$ cat config.mk
export PLATFORM = sky130hd
export DESIGN_NAME = edge_window_bit_check_rx
export DESIGN_NICKNAME = d
export VERILOG_FILES = /design/src/hw/edge_check_pkg.sv /design/src/hw/edge_window_bit_check_rx.sv /design/src/hw/xclk_tick_gen.sv
export SDC_FILE = /design/constraint.sdc
export NUM_CORES = 1
export LEC_CHECK = 0
export BUFFER_PORTS_ARGS = -buffer_cell sky130_fd_sc_hd__buf_2
export CORE_MARGIN = 2
export CORE_UTILIZATION = 57
export DETAILED_ROUTE_END_ITERATION = 6
export PLACE_DENSITY = 0.82
export SKIP_LAST_GASP = 1
export SYNTH_ARGS = -nofsm -noshare
export SYNTH_HDL_FRONTEND = slang
export SYNTH_SLANG_ARGS = --single-unit
$ cat constraint.sdc
create_clock -name aclk -period 4.4 [get_ports aclk]
set_input_delay 0.88 -clock aclk [delete_from_list [all_inputs] [get_ports aclk]]
set_output_delay 0.88 -clock aclk [all_outputs]
set_load 0.01 [all_outputs]
$ cat src/hw/edge_check_pkg.sv
// shared constants and types for the edge window bit check receiver back end
package edge_check_pkg;

   // ***********************************************************************
   // register map (byte addresses, one aligned word each)
   // ***********************************************************************
   localparam int unsigned AXI_ADDR_W       = 4;
   localparam logic [3:0]  ADDR_OPERATING_CONFIG_REGISTER      = 4'h0;
   localparam logic [3:0]  ADDR_WINDOW      = 4'h4;
   localparam logic [3:0]  ADDR_STATUS      = 4'h8;
   localparam logic [1:0]  RESP_OKAY        = 2'h0;
   localparam logic [1:0]  RESP_SLVERR      = 2'h2;

   // ***********************************************************************
   // field layout and values after reset
   // ***********************************************************************
   localparam logic [11:0] OPERATING_CONFIG_REGISTER_RESET     = 12'h22c; // baud 0, 6 bits, sleep 11
   localparam logic [11:0] WINDOW_RESET     = 12'h398; // lower 14, upper 24
   localparam int unsigned BAUD_LSB         = 10;
   localparam int unsigned BITCHK_LSB       = 8;
   localparam int unsigned POUT_BIT         = 7;
   localparam int unsigned SLEEP_LSB        = 2;
   localparam int unsigned XSTD_BIT         = 1;
   localparam int unsigned XTEMP_BIT        = 0;
   localparam int unsigned LMIN_LSB         = 6;
   localparam int unsigned LMAX_LSB         = 0;

   // ***********************************************************************
   // timing, counted in base clocks or in extended clock ticks
   // ***********************************************************************
   localparam int unsigned CLK_PERIOD_NS    = 25;
   localparam logic [2:0]  XCLK_LAST_MAX    = 3'h7;   // range 0 divides by 8
   localparam int unsigned SLEEP_UNIT_CLKS  = 1024;
   localparam logic [4:0]  CHECKS_PER_STEP  = 5'h06;  // three bits, two edges each
   localparam logic [7:0]  STARTUP_TICKS    = 8'h40;
   localparam logic [5:0]  HOLD_IN_TICKS    = 6'h09;
   localparam logic [5:0]  HOLD_OUT_TICKS   = 6'h0a;
   localparam logic [7:0]  LOW_MAX_TICKS    = 8'h50;
   localparam logic [7:0]  OFF_LOW_TICKS    = 8'h60;
   localparam logic [7:0]  SYNC_TICKS       = 8'h08;
   localparam logic [7:0]  BIT_SAMPLE_TICKS = 8'h10;

   // ***********************************************************************
   // operating modes
   // ***********************************************************************
   typedef enum logic [2:0] {
      st_sleep    = 3'h0,
      st_startup  = 3'h1,
      st_check    = 3'h3,
      st_receive  = 3'h2,
      st_off_sync = 3'h6,
      st_off_bit  = 3'h7
   } mode_type;

endpackage : edge_check_pkg

$ cat src/hw/edge_window_bit_check_rx.sv
// edge window bit check, receiving mode data path and off commands, AXI4-Lite registers
// Functional notes
// - in check mode, measure each edge interval against lower and upper bounds
// - two checks per bit; 0, 3, 6 or 9 bits give 0..18 checks
// - interval inside window continues; outside it returns to sleep
// - lower bound is lower word ticks; upper bound is upper word minus one
// - bounds resolve to one extended period; upper word accepts up to 63
// - lower word resets to 14, upper word to 24
// - demodulator ignored during startup; window counter ticks on extended clock
// - fail when counter reaches upper word, or edge arrives below lower word
// - all bits passed: enter receiving mode and drive data onto the pin
// - receiving mode holds until an explicit off command
// - demodulator sampled on extended clock; output changes only on its ticks
// - after each output edge hold the level for in or out window time
// - low time of the data output is capped above any valid low
// - off transfer has first bit one and returns to polling
// - a data pin off command issues exactly one sync pulse
// - after any off command the sleep period runs before startup
// - enable low keeps sleeping; sleep starts at its rise; zero restarts now
// - extended period is 8, 4, 2 or 1 base clocks for ranges 0..3
// - first bit one is off; otherwise the bit check returns to receiving mode
// - sleep lasts sleep word times extension times 1024 base clocks
`timescale 1ns/10ps
`default_nettype none
module edge_window_bit_check_rx #(
   parameter int unsigned SLEEP_UNIT = edge_check_pkg::SLEEP_UNIT_CLKS
) (
   // clock and reset
   input  wire logic                                  aclk,
   input  wire logic                                  aresetn,
   // AXI4-Lite write channels
   input  wire logic [edge_check_pkg::AXI_ADDR_W-1:0] awaddr,
   input  wire logic                                  awvalid,
   output logic                                       awready,
   input  wire logic [31:0]                           wdata,
   input  wire logic [3:0]                            wstrb,
   input  wire logic                                  wvalid,
   output logic                                       wready,
   output logic [1:0]                                 bresp,
   output logic                                       bvalid,
   input  wire logic                                  bready,
   // AXI4-Lite read channels
   input  wire logic [edge_check_pkg::AXI_ADDR_W-1:0] araddr,
   input  wire logic                                  arvalid,
   output logic                                       arready,
   output logic [31:0]                                rdata,
   output logic [1:0]                                 rresp,
   output logic                                       rvalid,
   input  wire logic                                  rready,
   // demodulator and host pins
   input  wire logic                                  dem_out,
   input  wire logic                                  enable_in,
   input  wire logic                                  data_in,
   output logic                                       data_o,
   output logic                                       data_oe,
   output logic                                       pout
);
   import edge_check_pkg::*;

   // ***********************************************************************
   // declarations
   // ***********************************************************************
   mode_type    state_ff;
   mode_type    nxt_state;
   logic [11:0] operating_config_register_ff;
   logic [11:0] window_ff;
   logic        bvalid_ff;
   logic [1:0]  bresp_ff;
   logic        rvalid_ff;
   logic [1:0]  rresp_ff;
   logic [31:0] rdata_ff;
   logic        wr_fire;
   logic        rd_fire;
   logic        tick;
   logic        dem_sync_ff;
   logic        dem_prev_ff;
   logic        dem_edge;
   logic [5:0]  win_cnt_ff;
   logic        armed_ff;
   logic [4:0]  checks_ff;
   logic [4:0]  need_checks;
   logic        fail_lo;
   logic        fail_hi;
   logic        check_fail;
   logic        check_done;
   logic        data_lvl_ff;
   logic [5:0]  hold_cnt_ff;
   logic [5:0]  hold_need_ff;
   logic [7:0]  ee_cnt_ff;
   logic        out_toggle;
   logic        in_window;
   logic [7:0]  phase_cnt_ff;
   logic        off_go;
   logic [23:0] sleep_cnt_ff;
   logic [23:0] sleep_target;
   logic [5:0]  lim_min;
   logic [5:0]  lim_max;
   logic [1:0]  baud_range_select;

   // byte lanes 0 and 1 carry the twelve register bits
   function automatic logic [11:0] lane_merge(input logic [11:0] old_v, input logic [11:0] new_v,
                                              input logic [1:0] strb);
      lane_merge = {strb[1] ? new_v[11:8] : old_v[11:8], strb[0] ? new_v[7:0] : old_v[7:0]};
   endfunction : lane_merge

   function automatic logic addr_known(input logic [AXI_ADDR_W-1:0] addr);
      addr_known = (addr == ADDR_OPERATING_CONFIG_REGISTER) || (addr == ADDR_WINDOW) || (addr == ADDR_STATUS);
   endfunction : addr_known

   // ***********************************************************************
   // register bus slave
   // ***********************************************************************
   // address and data are taken together; one answer at a time
   assign wr_fire = awvalid && wvalid && !bvalid_ff;
   assign awready = wr_fire;
   assign wready  = wr_fire;
   assign bvalid  = bvalid_ff;
   assign bresp   = bresp_ff;
   assign rd_fire = arvalid && !rvalid_ff;
   assign arready = !rvalid_ff;
   assign rvalid  = rvalid_ff;
   assign rresp   = rresp_ff;
   assign rdata   = rdata_ff;

   // write response, held until bready
   always_ff @(posedge aclk) begin
      if (!aresetn) begin
         bvalid_ff <= 1'b0;
         bresp_ff  <= RESP_OKAY;
      end else if (wr_fire) begin
         bvalid_ff <= 1'b1;
         bresp_ff  <= addr_known(awaddr) ? RESP_OKAY : RESP_SLVERR;
      end else if (bready) begin
         bvalid_ff <= 1'b0;
      end
   end

   // read data, unmapped addresses answer zero with an error
   always_ff @(posedge aclk) begin
      if (!aresetn) begin
         rvalid_ff <= 1'b0;
         rresp_ff  <= RESP_OKAY;
         rdata_ff  <= 32'h0;
      end else if (rd_fire) begin
         rvalid_ff <= 1'b1;
         rresp_ff  <= addr_known(araddr) ? RESP_OKAY : RESP_SLVERR;
         case (araddr)
            ADDR_OPERATING_CONFIG_REGISTER: rdata_ff <= {20'h0, operating_config_register_ff};
            ADDR_WINDOW: rdata_ff <= {20'h0, window_ff};
            ADDR_STATUS: rdata_ff <= {22'h0, checks_ff, data_oe, data_lvl_ff, state_ff};
            default:     rdata_ff <= 32'h0;
         endcase
      end else if (rready) begin
         rvalid_ff <= 1'b0;
      end
   end

   // operating configuration; a failed check drops the temporary extension
   always_ff @(posedge aclk) begin
      if (!aresetn) begin
         operating_config_register_ff <= OPERATING_CONFIG_REGISTER_RESET;
      end else if (wr_fire && awaddr == ADDR_OPERATING_CONFIG_REGISTER) begin
         operating_config_register_ff <= lane_merge(operating_config_register_ff, wdata[11:0], wstrb[1:0]);
      end else if (check_fail) begin
         operating_config_register_ff[XTEMP_BIT] <= 1'b0;
      end
   end

   // window bounds, six bits each so the upper word can reach 63
   always_ff @(posedge aclk) begin
      if (!aresetn) begin
         window_ff <= WINDOW_RESET;
      end else if (wr_fire && awaddr == ADDR_WINDOW) begin
         window_ff <= lane_merge(window_ff, wdata[11:0], wstrb[1:0]);
      end
   end

   assign lim_min           = window_ff[LMIN_LSB +: 6];
   assign lim_max           = window_ff[LMAX_LSB +: 6];
   assign baud_range_select = operating_config_register_ff[BAUD_LSB +: 2];
   assign pout              = operating_config_register_ff[POUT_BIT];
   assign need_checks       = 5'(operating_config_register_ff[BITCHK_LSB +: 2] * CHECKS_PER_STEP);
   assign sleep_target      = 24'(operating_config_register_ff[SLEEP_LSB +: 5]) * 24'(SLEEP_UNIT)
                              * ((operating_config_register_ff[XSTD_BIT] || operating_config_register_ff[XTEMP_BIT]) ? 24'h8 : 24'h1);

   // ***********************************************************************
   // extended clock and demodulator sampling
   // ***********************************************************************
   xclk_tick_gen u_tick (
      .aclk              (aclk),
      .aresetn           (aresetn),
      .baud_range_select (baud_range_select),
      .tick              (tick)
   );

   // sampling only on ticks keeps every data interval a whole number of periods
   always_ff @(posedge aclk) begin
      if (!aresetn) begin
         dem_sync_ff <= 1'b1;
         dem_prev_ff <= 1'b1;
      end else if (tick) begin
         dem_sync_ff <= dem_out;
         dem_prev_ff <= dem_sync_ff;
      end
   end

   assign dem_edge = tick && (dem_sync_ff != dem_prev_ff);

   // ***********************************************************************
   // mode sequencing
   // ***********************************************************************
   assign fail_lo    = dem_edge && armed_ff && (win_cnt_ff < lim_min);
   assign fail_hi    = (win_cnt_ff >= lim_max);
   assign check_fail = (state_ff == st_check) && (fail_lo || fail_hi);
   assign check_done = (state_ff == st_check) && dem_edge && armed_ff && !fail_lo && !fail_hi
                       && (checks_ff + 5'h1 == need_checks);
   assign off_go     = (state_ff == st_receive) && !data_oe && data_in
                       && (phase_cnt_ff >= OFF_LOW_TICKS);

   always_comb begin
      nxt_state = state_ff;
      case (state_ff)
         st_sleep: begin
            if (sleep_cnt_ff >= sleep_target) nxt_state = st_startup;
         end
         st_startup: begin
            if (tick && phase_cnt_ff >= STARTUP_TICKS) nxt_state = st_check;
         end
         st_check: begin
            if (need_checks == 5'h0 || check_done) begin
               nxt_state = st_receive;
            end else if (check_fail) begin
               nxt_state = st_sleep;
            end
         end
         st_receive: begin
            if (off_go) nxt_state = st_off_sync;
         end
         st_off_sync: begin
            if (tick && phase_cnt_ff >= SYNC_TICKS - 8'h1) nxt_state = st_off_bit;
         end
         st_off_bit: begin
            // first transfer bit high is off; a register load is not served here
            if (tick && phase_cnt_ff >= BIT_SAMPLE_TICKS) begin
               nxt_state = data_in ? st_sleep : st_receive;
            end
         end
         default: nxt_state = st_sleep;
      endcase
      if (!enable_in) nxt_state = st_sleep;
   end

   always_ff @(posedge aclk) begin
      if (!aresetn) begin
         state_ff <= st_sleep;
      end else begin
         state_ff <= nxt_state;
      end
   end

   // sleep counter is held clear while enable is low, so the period starts at its rise
   always_ff @(posedge aclk) begin
      if (!aresetn) begin
         sleep_cnt_ff <= 24'h0;
      end else if (state_ff != st_sleep || !enable_in) begin
         sleep_cnt_ff <= 24'h0;
      end else if (sleep_cnt_ff < sleep_target) begin
         sleep_cnt_ff <= sleep_cnt_ff + 24'h1;
      end
   end

   // phase counter: startup, sync pulse, bit sample and host low time share it
   always_ff @(posedge aclk) begin
      if (!aresetn) begin
         phase_cnt_ff <= 8'h0;
      end else if (state_ff != nxt_state) begin
         phase_cnt_ff <= 8'h0;
      end else if (state_ff == st_receive && (data_oe || data_in)) begin
         phase_cnt_ff <= 8'h0;
      end else if (tick && phase_cnt_ff != 8'hff) begin
         phase_cnt_ff <= phase_cnt_ff + 8'h1;
      end
   end

   // ***********************************************************************
   // bit check
   // ***********************************************************************
   // the first edge only arms the measurement, since the start of the interval is unknown
   always_ff @(posedge aclk) begin
      if (!aresetn) begin
         win_cnt_ff <= 6'h0;
         armed_ff   <= 1'b0;
         checks_ff  <= 5'h0;
      end else if (state_ff != st_check) begin
         win_cnt_ff <= 6'h0;
         armed_ff   <= 1'b0;
         checks_ff  <= 5'h0;
      end else if (dem_edge) begin
         win_cnt_ff <= 6'h0;
         armed_ff   <= 1'b1;
         if (armed_ff) checks_ff <= checks_ff + 5'h1;
      end else if (tick && win_cnt_ff != 6'h3f) begin
         win_cnt_ff <= win_cnt_ff + 6'h1;
      end
   end

   // ***********************************************************************
   // receiving mode data output
   // ***********************************************************************
   assign in_window  = (ee_cnt_ff >= {2'h0, lim_min}) && (ee_cnt_ff < {2'h0, lim_max});
   assign out_toggle = tick && (hold_cnt_ff >= hold_need_ff)
                       && ((dem_sync_ff != data_lvl_ff) || (!data_lvl_ff && ee_cnt_ff >= LOW_MAX_TICKS));

   // debounce: each output level lasts at least the hold time; a shorter spike during the hold is dropped, one after it reaches the pin stretched to it
   always_ff @(posedge aclk) begin
      if (!aresetn) begin
         data_lvl_ff  <= 1'b1;
         hold_cnt_ff  <= HOLD_OUT_TICKS;
         hold_need_ff <= HOLD_OUT_TICKS;
         ee_cnt_ff    <= 8'h0;
      end else if (state_ff != st_receive) begin
         data_lvl_ff  <= 1'b1;
         hold_cnt_ff  <= HOLD_OUT_TICKS;
         hold_need_ff <= HOLD_OUT_TICKS;
         ee_cnt_ff    <= 8'h0;
      end else if (out_toggle) begin
         data_lvl_ff  <= !data_lvl_ff;
         hold_cnt_ff  <= 6'h0;
         hold_need_ff <= in_window ? HOLD_IN_TICKS : HOLD_OUT_TICKS;
         ee_cnt_ff    <= 8'h0;
      end else if (tick) begin
         if (hold_cnt_ff != 6'h3f) hold_cnt_ff <= hold_cnt_ff + 6'h1;
         if (ee_cnt_ff != 8'hff) ee_cnt_ff <= ee_cnt_ff + 8'h1;
      end
   end

   // open drain: only ever pull low, for data low or the sync pulse
   assign data_o  = 1'b0;
   assign data_oe = (state_ff == st_receive && !data_lvl_ff) || (state_ff == st_off_sync);
endmodule : edge_window_bit_check_rx
`default_nettype wire

$ cat src/hw/xclk_tick_gen.sv
// extended clock tick generator, one base clock wide pulse per extended period
`timescale 1ns/10ps
`default_nettype none
module xclk_tick_gen (
   // clock and reset
   input  wire logic       aclk,
   input  wire logic       aresetn,
   // divider setting
   input  wire logic [1:0] baud_range_select,
   // tick out
   output logic            tick
);
   import edge_check_pkg::*;

   logic [2:0] div_cnt_ff;
   logic [2:0] last_count;

   // ranges 0..3 give periods of 8, 4, 2 and 1 base clocks
   assign last_count = XCLK_LAST_MAX >> baud_range_select;
   assign tick       = (div_cnt_ff >= last_count);

   // a shorter period taking effect mid count ends the period at once
   always_ff @(posedge aclk) begin
      if (!aresetn) begin
         div_cnt_ff <= 3'h0;
      end else if (tick) begin
         div_cnt_ff <= 3'h0;
      end else begin
         div_cnt_ff <= div_cnt_ff + 3'h1;
      end
   end

endmodule : xclk_tick_gen
`default_nettype wire

==> flow_metrics.tcl, run 1 <==
set metrics [dict create \
    status "completed" \
    post-cts-setup-buffers 0 \
    cp_slowest_cell "or4_4" \
    dpl.hpwl_um 10500 \
    reg2reg_depth 11 \
    cp-start-kind "flop" \
    port_buffers 52 \
    hold_start "u_tick.div_cnt_ff[0]" \
    hold_class "reg -> reg" \
    power_density_nw_per_um2 253 \
    cts_tree "built" \
    final_cell_mix "dfxtp_1 (109), nand2_1 (69), buf_2 (52)" \
    gp_congestion 0.844 \
    die_h_um 108 \
    cts_max_path_buffers 2 \
    final_common_cell "dfxtp_1" \
    final_cells 907 \
    io_pins 98 \
    drv_cap 0 \
    p_leak_nw 2.84 \
    clock_latency_ns 0.40 \
    min_period_over_period_pct 76.9 \
    grt_pass1_vias 4856 \
    wire_per_inst_um 15.4 \
    area_growth_pct 7.88 \
    die_area_um2 11800 \
    peakVddDrop_v 0.000242 \
    worst_slew_pin_slew_ns 1.28 \
    synth_top_area_share_pct 35.1 \
    ff2ff_setup_slack_ns 1.01 \
    max_stage_delay_ns 0.53 \
    yosys.area.top_type "dfxtp_1" \
    cts_root_buf "clkbuf_8" \
    finalMaxSlewViolations 0 \
    start_util_pct 57.9 \
    critPathTopFamily "simple AND/OR/NAND/NOR gates" \
    antenna_left 0 \
    clock-sinks 109 \
    crit_top_cell "o21a_1" \
    first_pass_iters 6 \
    grt_pass1_wl_um 22500 \
    path_class "reg -> reg" \
    clk_pin_slew_ns 0.10 \
    finalCriticalPeriod_ns 3.39 \
    pre_cts_ws_ns 1.05 \
    finalCoreUtilization_pct 62.5 \
    postSynthCellCount 713 \
    fin_ws_ns 1.01 \
    whs_endpoint "u_tick.div_cnt_ff[0]" \
    crit_fanout 8 \
    required_ns 4.69 \
    antenna_found_initial 1 \
    grt_max_degree 55 \
    skew_ns 0.0140 \
    synth-edff-count 0 \
    drt_wl_total_um 14000 \
    drcViolationCount 0 \
    rr_endpoint "sleep_cnt_ff[12]" \
    hold_viol 0 \
    via_per_inst 5.86 \
    synthTopCellsByArea "dfxtp_1 (35%), ha_1 (10%), nand2_1 (4.2%), xnor2_1 (3.7%), xor2_1 (3.5%)" \
    cp_cell_sequence "nor2_1 > mux2_2 > ha_1 > inv_1 > ha_1 > and4_1 > o21a_1 > o31a_2 > or4_4 > o21a_1 > o21a_1" \
    htreeDepth 3 \
    synth_ff_type "dfxtp_1" \
    whs_path_depth 1 \
    arrival_ns 3.68 \
    setup_tns_ns 0 \
    core_area_um2 10700 \
    holdBufCountCts 0 \
    grt_overflow 0 \
    vias 5313 \
    ys_warn_count 0 \
    worstSetupEndpointType "flop" \
    synth.cell_area_um2 6220 \
    n_fill_cell 922 \
    drive_above_1_share_pct 11.6 \
    postSynthAreaPerCell_um2 8.73 \
    worst-path-buf-inv 1 \
    synth_seq_cells 109 \
    timing.rr.start "operating_config_register_ff[1]" \
    async_flop_share_pct 0 \
    post-place-cells 890 \
    grt_setup_unrepaired "no" \
    setup_violations 0 \
    synth_seq_area_share_pct 35.1 \
    cts.repair.resized 0 \
    fmax_mhz 295 \
    first_iter_violations 360 \
    die_w_um 108 \
    cts_inserted_buffers 9 \
    slew_headroom_pct 14.8 \
    nets 867 \
    rows 38 \
    ys_types 64 \
    grt_usage_pct 24.3 \
]
## cells in the mapped netlist, types with 3 or more instances
| cell | n |
|---|---|
| nor2_1 | 51 |
| nor2b_1 | 13 |
| a22oi_1 | 4 |
| and3_1 | 19 |
| o211ai_1 | 3 |
| o2111ai_1 | 3 |
| o21ai_0 | 28 |
| nand4_1 | 17 |
| mux2i_1 | 18 |
| buf_4 | 24 |
| clkbuf_1 | 16 |
| a21boi_0 | 9 |
| o31ai_1 | 3 |
| xor2_1 | 25 |
| and4_1 | 9 |
| and2_1 | 14 |
| nand2_1 | 69 |
| ha_1 | 51 |
| o21a_1 | 5 |
| nor3_1 | 13 |
| a31oi_1 | 7 |
| xnor2_1 | 26 |
| or4_1 | 5 |
| nand3_1 | 36 |
| inv_1 | 30 |
| nand2b_1 | 8 |
| a211oi_1 | 4 |
| a222oi_1 | 9 |
| a21o_1 | 10 |
| nor4b_1 | 3 |
| nor4_1 | 9 |
| a21oi_1 | 24 |
| dfxtp_1 | 109 |
## logic make-up after synthesis
| family | after synthesis | synth area share [%] |
|---|---|---|
| compound gates | 123 | 13.6 |
| xor+xnor | 51 | 7.18 |
| fa+ha+maj | 52 | 10.6 |
| buf+inv | 74 | 5.95 |
| flops | 109 | 35.1 |
| mux | 20 | 3.26 |
| other cells | 1 | 0.0603 |
| simple gates | 283 | 24.3 |
## cell type report
type                    count  area (um^2)  area share, %
diodes                      1         2.50         0.0373
multi-input cells         555         3770           56.2
clock buffers              12          135           2.01
flip-flops and latches    109         2180           32.5
clock inverters             4         48.8          0.727
well taps                 140          175           2.61
inverters                  31          116           1.73
repair buffers             55          283           4.21
## worst max path at each step
| stage | start | end | slack (ns) | cells after the start |
|---|---|---|---|---|
| 2_1_floorplan | operating_config_register_ff[1] | sleep_cnt_ff[12] | 1.27 | 11 |
| 3_3_place_gp | operating_config_register_ff[1] | sleep_cnt_ff[12] | 1.13 | 11 |
| 3_5_place_dp | operating_config_register_ff[1] | sleep_cnt_ff[12] | 1.05 | 11 |
| 4_1_cts | operating_config_register_ff[1] | sleep_cnt_ff[12] | 1.03 | 11 |
| 5_1_grt | operating_config_register_ff[1] | sleep_cnt_ff[17] | 0.84 | 11 |
| 6_report | operating_config_register_ff[1] | sleep_cnt_ff[12] | 1.01 | 11 |
## per-layer routing
layer	vias up	GRT usage (%)	part of all wire, %
li1	2602	-	-
met1	2563	30.5	44
met2	130	40.4	49
met3	18	7.11	5.4
met4	0	7.05	1.2
met5	-	0	0
## stage by stage
stage / hold slack (ns) / area, um^2 / total power, mW
2_1_floorplan: 0.417 / 6320 / 1.10
3_3_place_gp: 0.429 / 6530 / 1.11
3_5_place_dp: 0.436 / 6530 / 1.12
4_1_cts: 0.455 / 6710 / 1.71
5_1_grt: 0.491 / 6710 / 1.76
6_report: 0.452 / 6710 / 1.70
## where the power goes
| group | leakage [nW] | internal [mW] | total (mW) | switching, mW |
|---|---|---|---|---|
| Sequential | 0.880 | 0.993 | 0.999 | 0.00596 |
| Clock | 0.0943 | 0.264 | 0.604 | 0.340 |
| Combinational | 1.87 | 0.0357 | 0.0970 | 0.0613 |
## sequential cells by signal, indices dropped and copies added, names as in the netlist, 2 cells and up
signal / cells
sleep_cnt_ff: 24
window_ff: 12
checks_ff: 5
hold_cnt_ff: 6
operating_config_register_ff: 12
state_ff: 3
u_tick.div_cnt_ff: 3
hold_need_ff: 2
phase_cnt_ff: 8
win_cnt_ff: 6
ee_cnt_ff: 8
rdata: 12
No activity file was read; power rests on OpenSTA's default activity.
==> run 2, diff against run 1 <==
- ABC_AREA: unset -> 1
- CORE_UTILIZATION: 57 -> 52
- PLACE_DENSITY: 0.82 -> 0.79
- clock period: 4.4 -> 3.1 ns (I/O delays scaled with it)
==> flow_metrics.tcl, run 2 <==
set metrics [dict create \
    status "completed" \
    antenna_left 0 \
    synthTopCellsByCount "nand2_1 (175), inv_1 (139), dfxtp_1 (109)" \
    hold_viol 0 \
    peakVddDrop_v 0.000374 \
    largest_register_ffs 24 \
    async_flop_share_pct 0 \
    crit_path_end "sleep_cnt_ff[11]" \
    cts_tree "built" \
    p_leak_nw 3.07 \
    grt_pass1_vias 5347 \
    min_period_over_period_pct 90.0 \
    drt-met1-wl_um 6570 \
    hold_class "reg -> reg" \
    wire_per_inst_um 13.3 \
    final_common_cell "nand2_1" \
    clock_latency_ns 0.36 \
    timing.rr.start "operating_config_register_ff[1]" \
    nets 1054 \
    dr_wl_met2_um 6970 \
    grt_usage_pct 23.3 \
    postSynthAreaPerCell_um2 7.13 \
    port_buffers 52 \
    required_ns 3.39 \
    reg2reg_depth 21 \
    finalCoreUtilization_pct 58.9 \
    cts_root_buf "clkbuf_16" \
    drcViolationCount 0 \
    max_stage_delay_ns 0.38 \
    hold_start "sleep_cnt_ff[22]" \
    power_density_nw_per_um2 402 \
    setup_violations 0 \
    yosysMostFrequentCell "nand2_1" \
    final_area_um2 7040 \
    cts_inserted_buffers 9 \
    die_area_um2 13100 \
    clock-sinks 109 \
    die_h_um 114 \
    area_growth_pct 11.0 \
    ys_types 44 \
    final_cell_mix "nand2_1 (174), inv_1 (139), dfxtp_1 (108)" \
    cp_cell_sequence "nor2_2 > buf_4 > nand2_1 > o21ai_0 > ha_1 > inv_1 > ha_1 > nand2_1 > nor2_1 > nand2_1 > nand3_1 > nand2_1 > nand2_4 > nor2_4 > nand2_2 > nor2_4 > nand2_2 > nor2_4 > buf_4 > o21ai_0 > a21oi_1" \
    total_power_mw 2.83 \
    synth.cell_area_um2 6350 \
    crit_fanout 12 \
    drv_cap 0 \
    startpoint "operating_config_register_ff[1]" \
    dpl_cell_area_um2 6690 \
    synth_seq_area_share_pct 34.4 \
    synthTopCellsByArea "dfxtp_1 (34%), nand2_1 (10%), ha_1 (10%), inv_1 (8.2%), a21oi_1 (6.2%)" \
    n_fill_cell 1121 \
    first_iter_violations 418 \
    synth-edff-count 0 \
    drt_wl_total_um 14600 \
    htreeDepth 3 \
    yosys.area.top_type "dfxtp_1" \
    regMostFlops "sleep_cnt_ff" \
    core_area_um2 12000 \
    vias 5794 \
    finalMaxSlewViolations 0 \
    n_antenna_cell 0 \
    worst_slew_pin_slew_ns 0.610 \
    grt_overflow 0 \
    gp_congestion 0.919 \
    dpl.hpwl_um 11200 \
    clk_pin_slew_ns 0.07 \
    finalCriticalPeriod_ns 2.79 \
    worstSetupEndpointType "flop" \
    synth_top_area_share_pct 34.4 \
    start_util_pct 53.1 \
    io_pins 98 \
    rr_endpoint "sleep_cnt_ff[11]" \
    cp_slowest_cell "dfxtp_1" \
    grt_pass1_wl_um 24500 \
    slew_headroom_pct 59.1 \
    cts_max_path_buffers 2 \
    first_pass_iters 5 \
    postSynthCellCount 890 \
    holdBufCountCts 0 \
    grt_max_degree 26 \
    ys_warn_count 0 \
    rows 40 \
    crit_top_cell "nand2_1" \
    via_per_inst 5.27 \
    ff2ff_setup_slack_ns 0.31 \
    path_class "reg -> reg" \
    die_w_um 114 \
    drive_above_1_share_pct 11.1 \
    route.met3.wl_um 693 \
    cp-start-kind "flop" \
    arrival_ns 3.08 \
    antenna_found_initial 0 \
    synth_seq_cells 109 \
    highest_layer "met4" \
    fmax_mhz 358 \
    skew_ns 0.00794 \
    synth_ff_type "dfxtp_1" \
]
==> run 2: cell types whose count changed after synthesis, sizes merged, moves of 15 or more <==
| cell | change |
|---|---|
| xnor2 | -22 |
| mux2i | -18 |
| a21oi | +54 |
| o21ai | +35 |
| nand2 | +113 |
| and2 | -15 |
| nor2 | +24 |
| and3 | -19 |
| inv | +111 |
==> run 2: cell type report <==
type	instances	area [um^2]	area share, %
multi-input combinational	626	3500	49.7
sequential	109	2180	31.0
inverter	144	543	7.71
timing repair buffer	58	305	4.33
clock buffer	11	243	3.45
tap	147	184	2.61
clock inverter	5	81.3	1.15
==> run 2: metal layers <==
layer / vias up / track usage (%)
met1: 2636 / 28.6
met5: - / 0
met2: 141 / 39.8
met3: 30 / 5.40
met4: 0 / 8.21
li1: 2987 / -
==> run 2: cell families (layout without fill, tap and decap cells) <==
logic type               after synthesis  after routing  synth area share (%)
AO/OA/AOI/OAI                        181            181                  16.1
XOR/XNOR                              16             16                  2.21
adder cells (fa/ha/maj)               52             52                  10.4
AND/OR/NAND/NOR                      351            351                  24.6
buffers and inverters                180            218                  12.2
other                                  1             26                0.0591
flip-flops                           109            109                  34.4
==> run 2: report_power, final <==
part	switching [mW]	internal, mW
registers	0.00843	1.41
clock network	0.523	0.732
logic	0.102	0.0499
==> run 2: worst min-delay path by stage <==
| stage | to | slack (ns) | cells past startpoint |
|---|---|---|---|
| after floorplan | sleep_cnt_ff[21] | 0.41 | 2 |
| after global placement | sleep_cnt_ff[22] | 0.41 | 2 |
| after detailed placement | sleep_cnt_ff[22] | 0.42 | 2 |
| after CTS | sleep_cnt_ff[22] | 0.43 | 2 |
| after global routing | sleep_cnt_ff[21] | 0.44 | 2 |
| final | sleep_cnt_ff[22] | 0.43 | 2 |
==> run 2: stage by stage <==
| stage | TNS [ns] | setup WS, ns | instances | hold slack (ns) |
|---|---|---|---|---|
| floorplan | 0 | 0.411 | 915 | 0.408 |
| global placement | 0 | 0.280 | 1083 | 0.415 |
| detailed placement | 0 | 0.230 | 1083 | 0.418 |
| CTS | 0 | 0.215 | 1099 | 0.429 |
| global route | -0.0196 | -0.0196 | 1100 | 0.441 |
| finish | 0 | 0.309 | 1100 | 0.428 |
==> run 2: repair_timing <==
action                     4_1_cts  5_1_grt
gates resized for setup          0        6
buffers inserted                 0        1
setup endpoints to repair        0        5
==> run 2: worst max-delay path, delay by kind of cell (launching register included) <==
kind | cells | cell delay [ns]
flip-flops | 1 | 0.38
AO/OA/AOI/OAI | 3 | 0.26
AND/OR/NAND/NOR | 13 | 1.22
adder cells (fa/ha/maj) | 2 | 0.51
buffers and inverters | 3 | 0.35
==> run 3, diff against run 2 <==
- CTS_CLUSTER_DIAMETER: unset -> 30
- PLACE_DENSITY: 0.79 -> 0.87
==> flow_metrics.tcl, run 3 (same netlist as run 2, synthesis figures left out) <==
set metrics [dict create \
    peakVddDrop_v 0.000361 \
    wire_per_inst_um 13.4 \
    setup_tns_ns 0 \
    path_class "reg -> reg" \
    die_area_um2 13100 \
    max_stage_delay_ns 0.39 \
    htreeDepth 3 \
    worst-path-buf-inv 2 \
    finalMaxSlewViolations 0 \
    clock_latency_ns 0.36 \
    die_h_um 114 \
    start_util_pct 53.1 \
    drive_above_1_share_pct 11.0 \
    slew_headroom_pct 61.9 \
    rows 40 \
    clock-sinks 109 \
    p_leak_nw 3.06 \
    first_pass_iters 5 \
    cp-start-kind "flop" \
    critPathTopFamily "simple AND/OR/NAND/NOR gates" \
    cp_cell_sequence "nor2_2 > buf_4 > nand2_1 > o21ai_0 > ha_1 > inv_1 > ha_1 > nand2_1 > nor2_1 > nand2_1 > nand3_1 > nand2_1 > nand2_4 > nor2_2 > nand2_1 > nor2_4 > nand2_2 > nor2_4 > nand2_2 > o21ai_0 > nor2_1" \
    antenna_found_initial 0 \
    arrival_ns 3.08 \
    port_buffers 52 \
    fmax_mhz 353 \
    finalCriticalPeriod_ns 2.83 \
    cp_slowest_cell "dfxtp_1" \
    drt_wl_total_um 14700 \
    area_growth_pct 10.7 \
    die_w_um 114 \
    cts_inserted_buffers 9 \
    hold_viol 0 \
    drcViolationCount 0 \
    antenna_left 0 \
    setup_violations 0 \
    cts_max_path_buffers 2 \
    final_cells 1100 \
    vias 5780 \
    grt_pass1_wl_um 24300 \
    cts_root_buf "clkbuf_16" \
    grt_max_degree 33 \
    finalCoreUtilization_pct 58.7 \
    grt_usage_pct 23.5 \
    status "completed" \
    regMostFlops "sleep_cnt_ff" \
    post-cts-setup-buffers 0 \
    dpl.hpwl_um 11400 \
    gp_congestion 0.962 \
    final_common_cell "nand2_1" \
    io_pins 98 \
    hold_class "reg -> reg" \
    skew_ns 0.00867 \
    drv_cap 0 \
    crit_fanout 12 \
    total_power_mw 2.79 \
    post-place-cells 1084 \
    hold_start "sleep_cnt_ff[21]" \
    worstSetupEndpointType "flop" \
    core_area_um2 12000 \
    nets 1054 \
    required_ns 3.35 \
    largest_register_ffs 24 \
    via_per_inst 5.25 \
    timing.rr.start "operating_config_register_ff[1]" \
    min_period_over_period_pct 91.3 \
    startpoint "operating_config_register_ff[1]" \
    power_density_nw_per_um2 397 \
    grt_overflow 0 \
    grt_setup_unrepaired "no" \
    holdBufCountCts 0 \
    worst_slew_pin_slew_ns 0.571 \
    cts_tree "built" \
    grt_pass1_vias 5351 \
    clk_pin_slew_ns 0.08 \
    n_antenna_cell 0 \
    crit_top_cell "nand2_1" \
    first_iter_violations 329 \
    final_cell_mix "nand2_1 (175), inv_1 (139), dfxtp_1 (109)" \
]
-- run 3: changes by cell type in the layout (fill, tap and decap cells not counted), sizes merged --
cell	before	now
clkbuf	11	9
inv	143	145
bufinv	2	1
clkinv	3	4
-- run 3: layout make-up --
class	count	area (um^2)
clock buffer	9	225
fill	1084	4930
tap	147	184
inverter	144	543
timing repair buffer	58	305
clock inverter	7	91.3
sequential	109	2180
multi-input combinational	626	3500
-- run 3: stage by stage --
stage	cell area [um^2]	hold WS (ns)	setup WS, ns
after floorplan	6440	0.408	0.411
after global placement	6700	0.415	0.334
after detailed placement	6700	0.418	0.223
after CTS	7010	0.430	0.200
after global routing	7030	0.451	0.00965
final	7030	0.430	0.270
-- run 3: what timing repair did --
action	in CTS	in global routing
resized for setup	0	3
endpoints found under the setup margin	0	4
hold endpoints to repair	0	0
-- run 3: report_power, final --
part,total (mW),switching (mW),internal [mW]
clock network,1.22,0.572,0.647
logic,0.152,0.103,0.0493
registers,1.42,0.00842,1.41
total,2.79,0.683,2.11
-- run 3: worst min-delay path: cells and delay by family, from the launching register on --
family        cells  cell delay, ns
buf+inv           1            0.05
flops             1            0.31
simple gates      1            0.03
-- run 3: path summary, 6_finish.rpt --
path,endpoint,slack [ns],cells after the start
worst min register to register,sleep_cnt_ff[21],0.43,2
worst min-delay path,sleep_cnt_ff[21],0.43,2
worst max-delay path,sleep_cnt_ff[15],0.27,21
worst max register to register,sleep_cnt_ff[15],0.27,21
-- run 3: layer usage --
layer / wire length [um] / GRT usage [%]
met1: 6430 / 28.0
met2: 7330 / 41.4
met3: 659 / 5.13
met4: 305 / 8.62
met5: 0 / 0
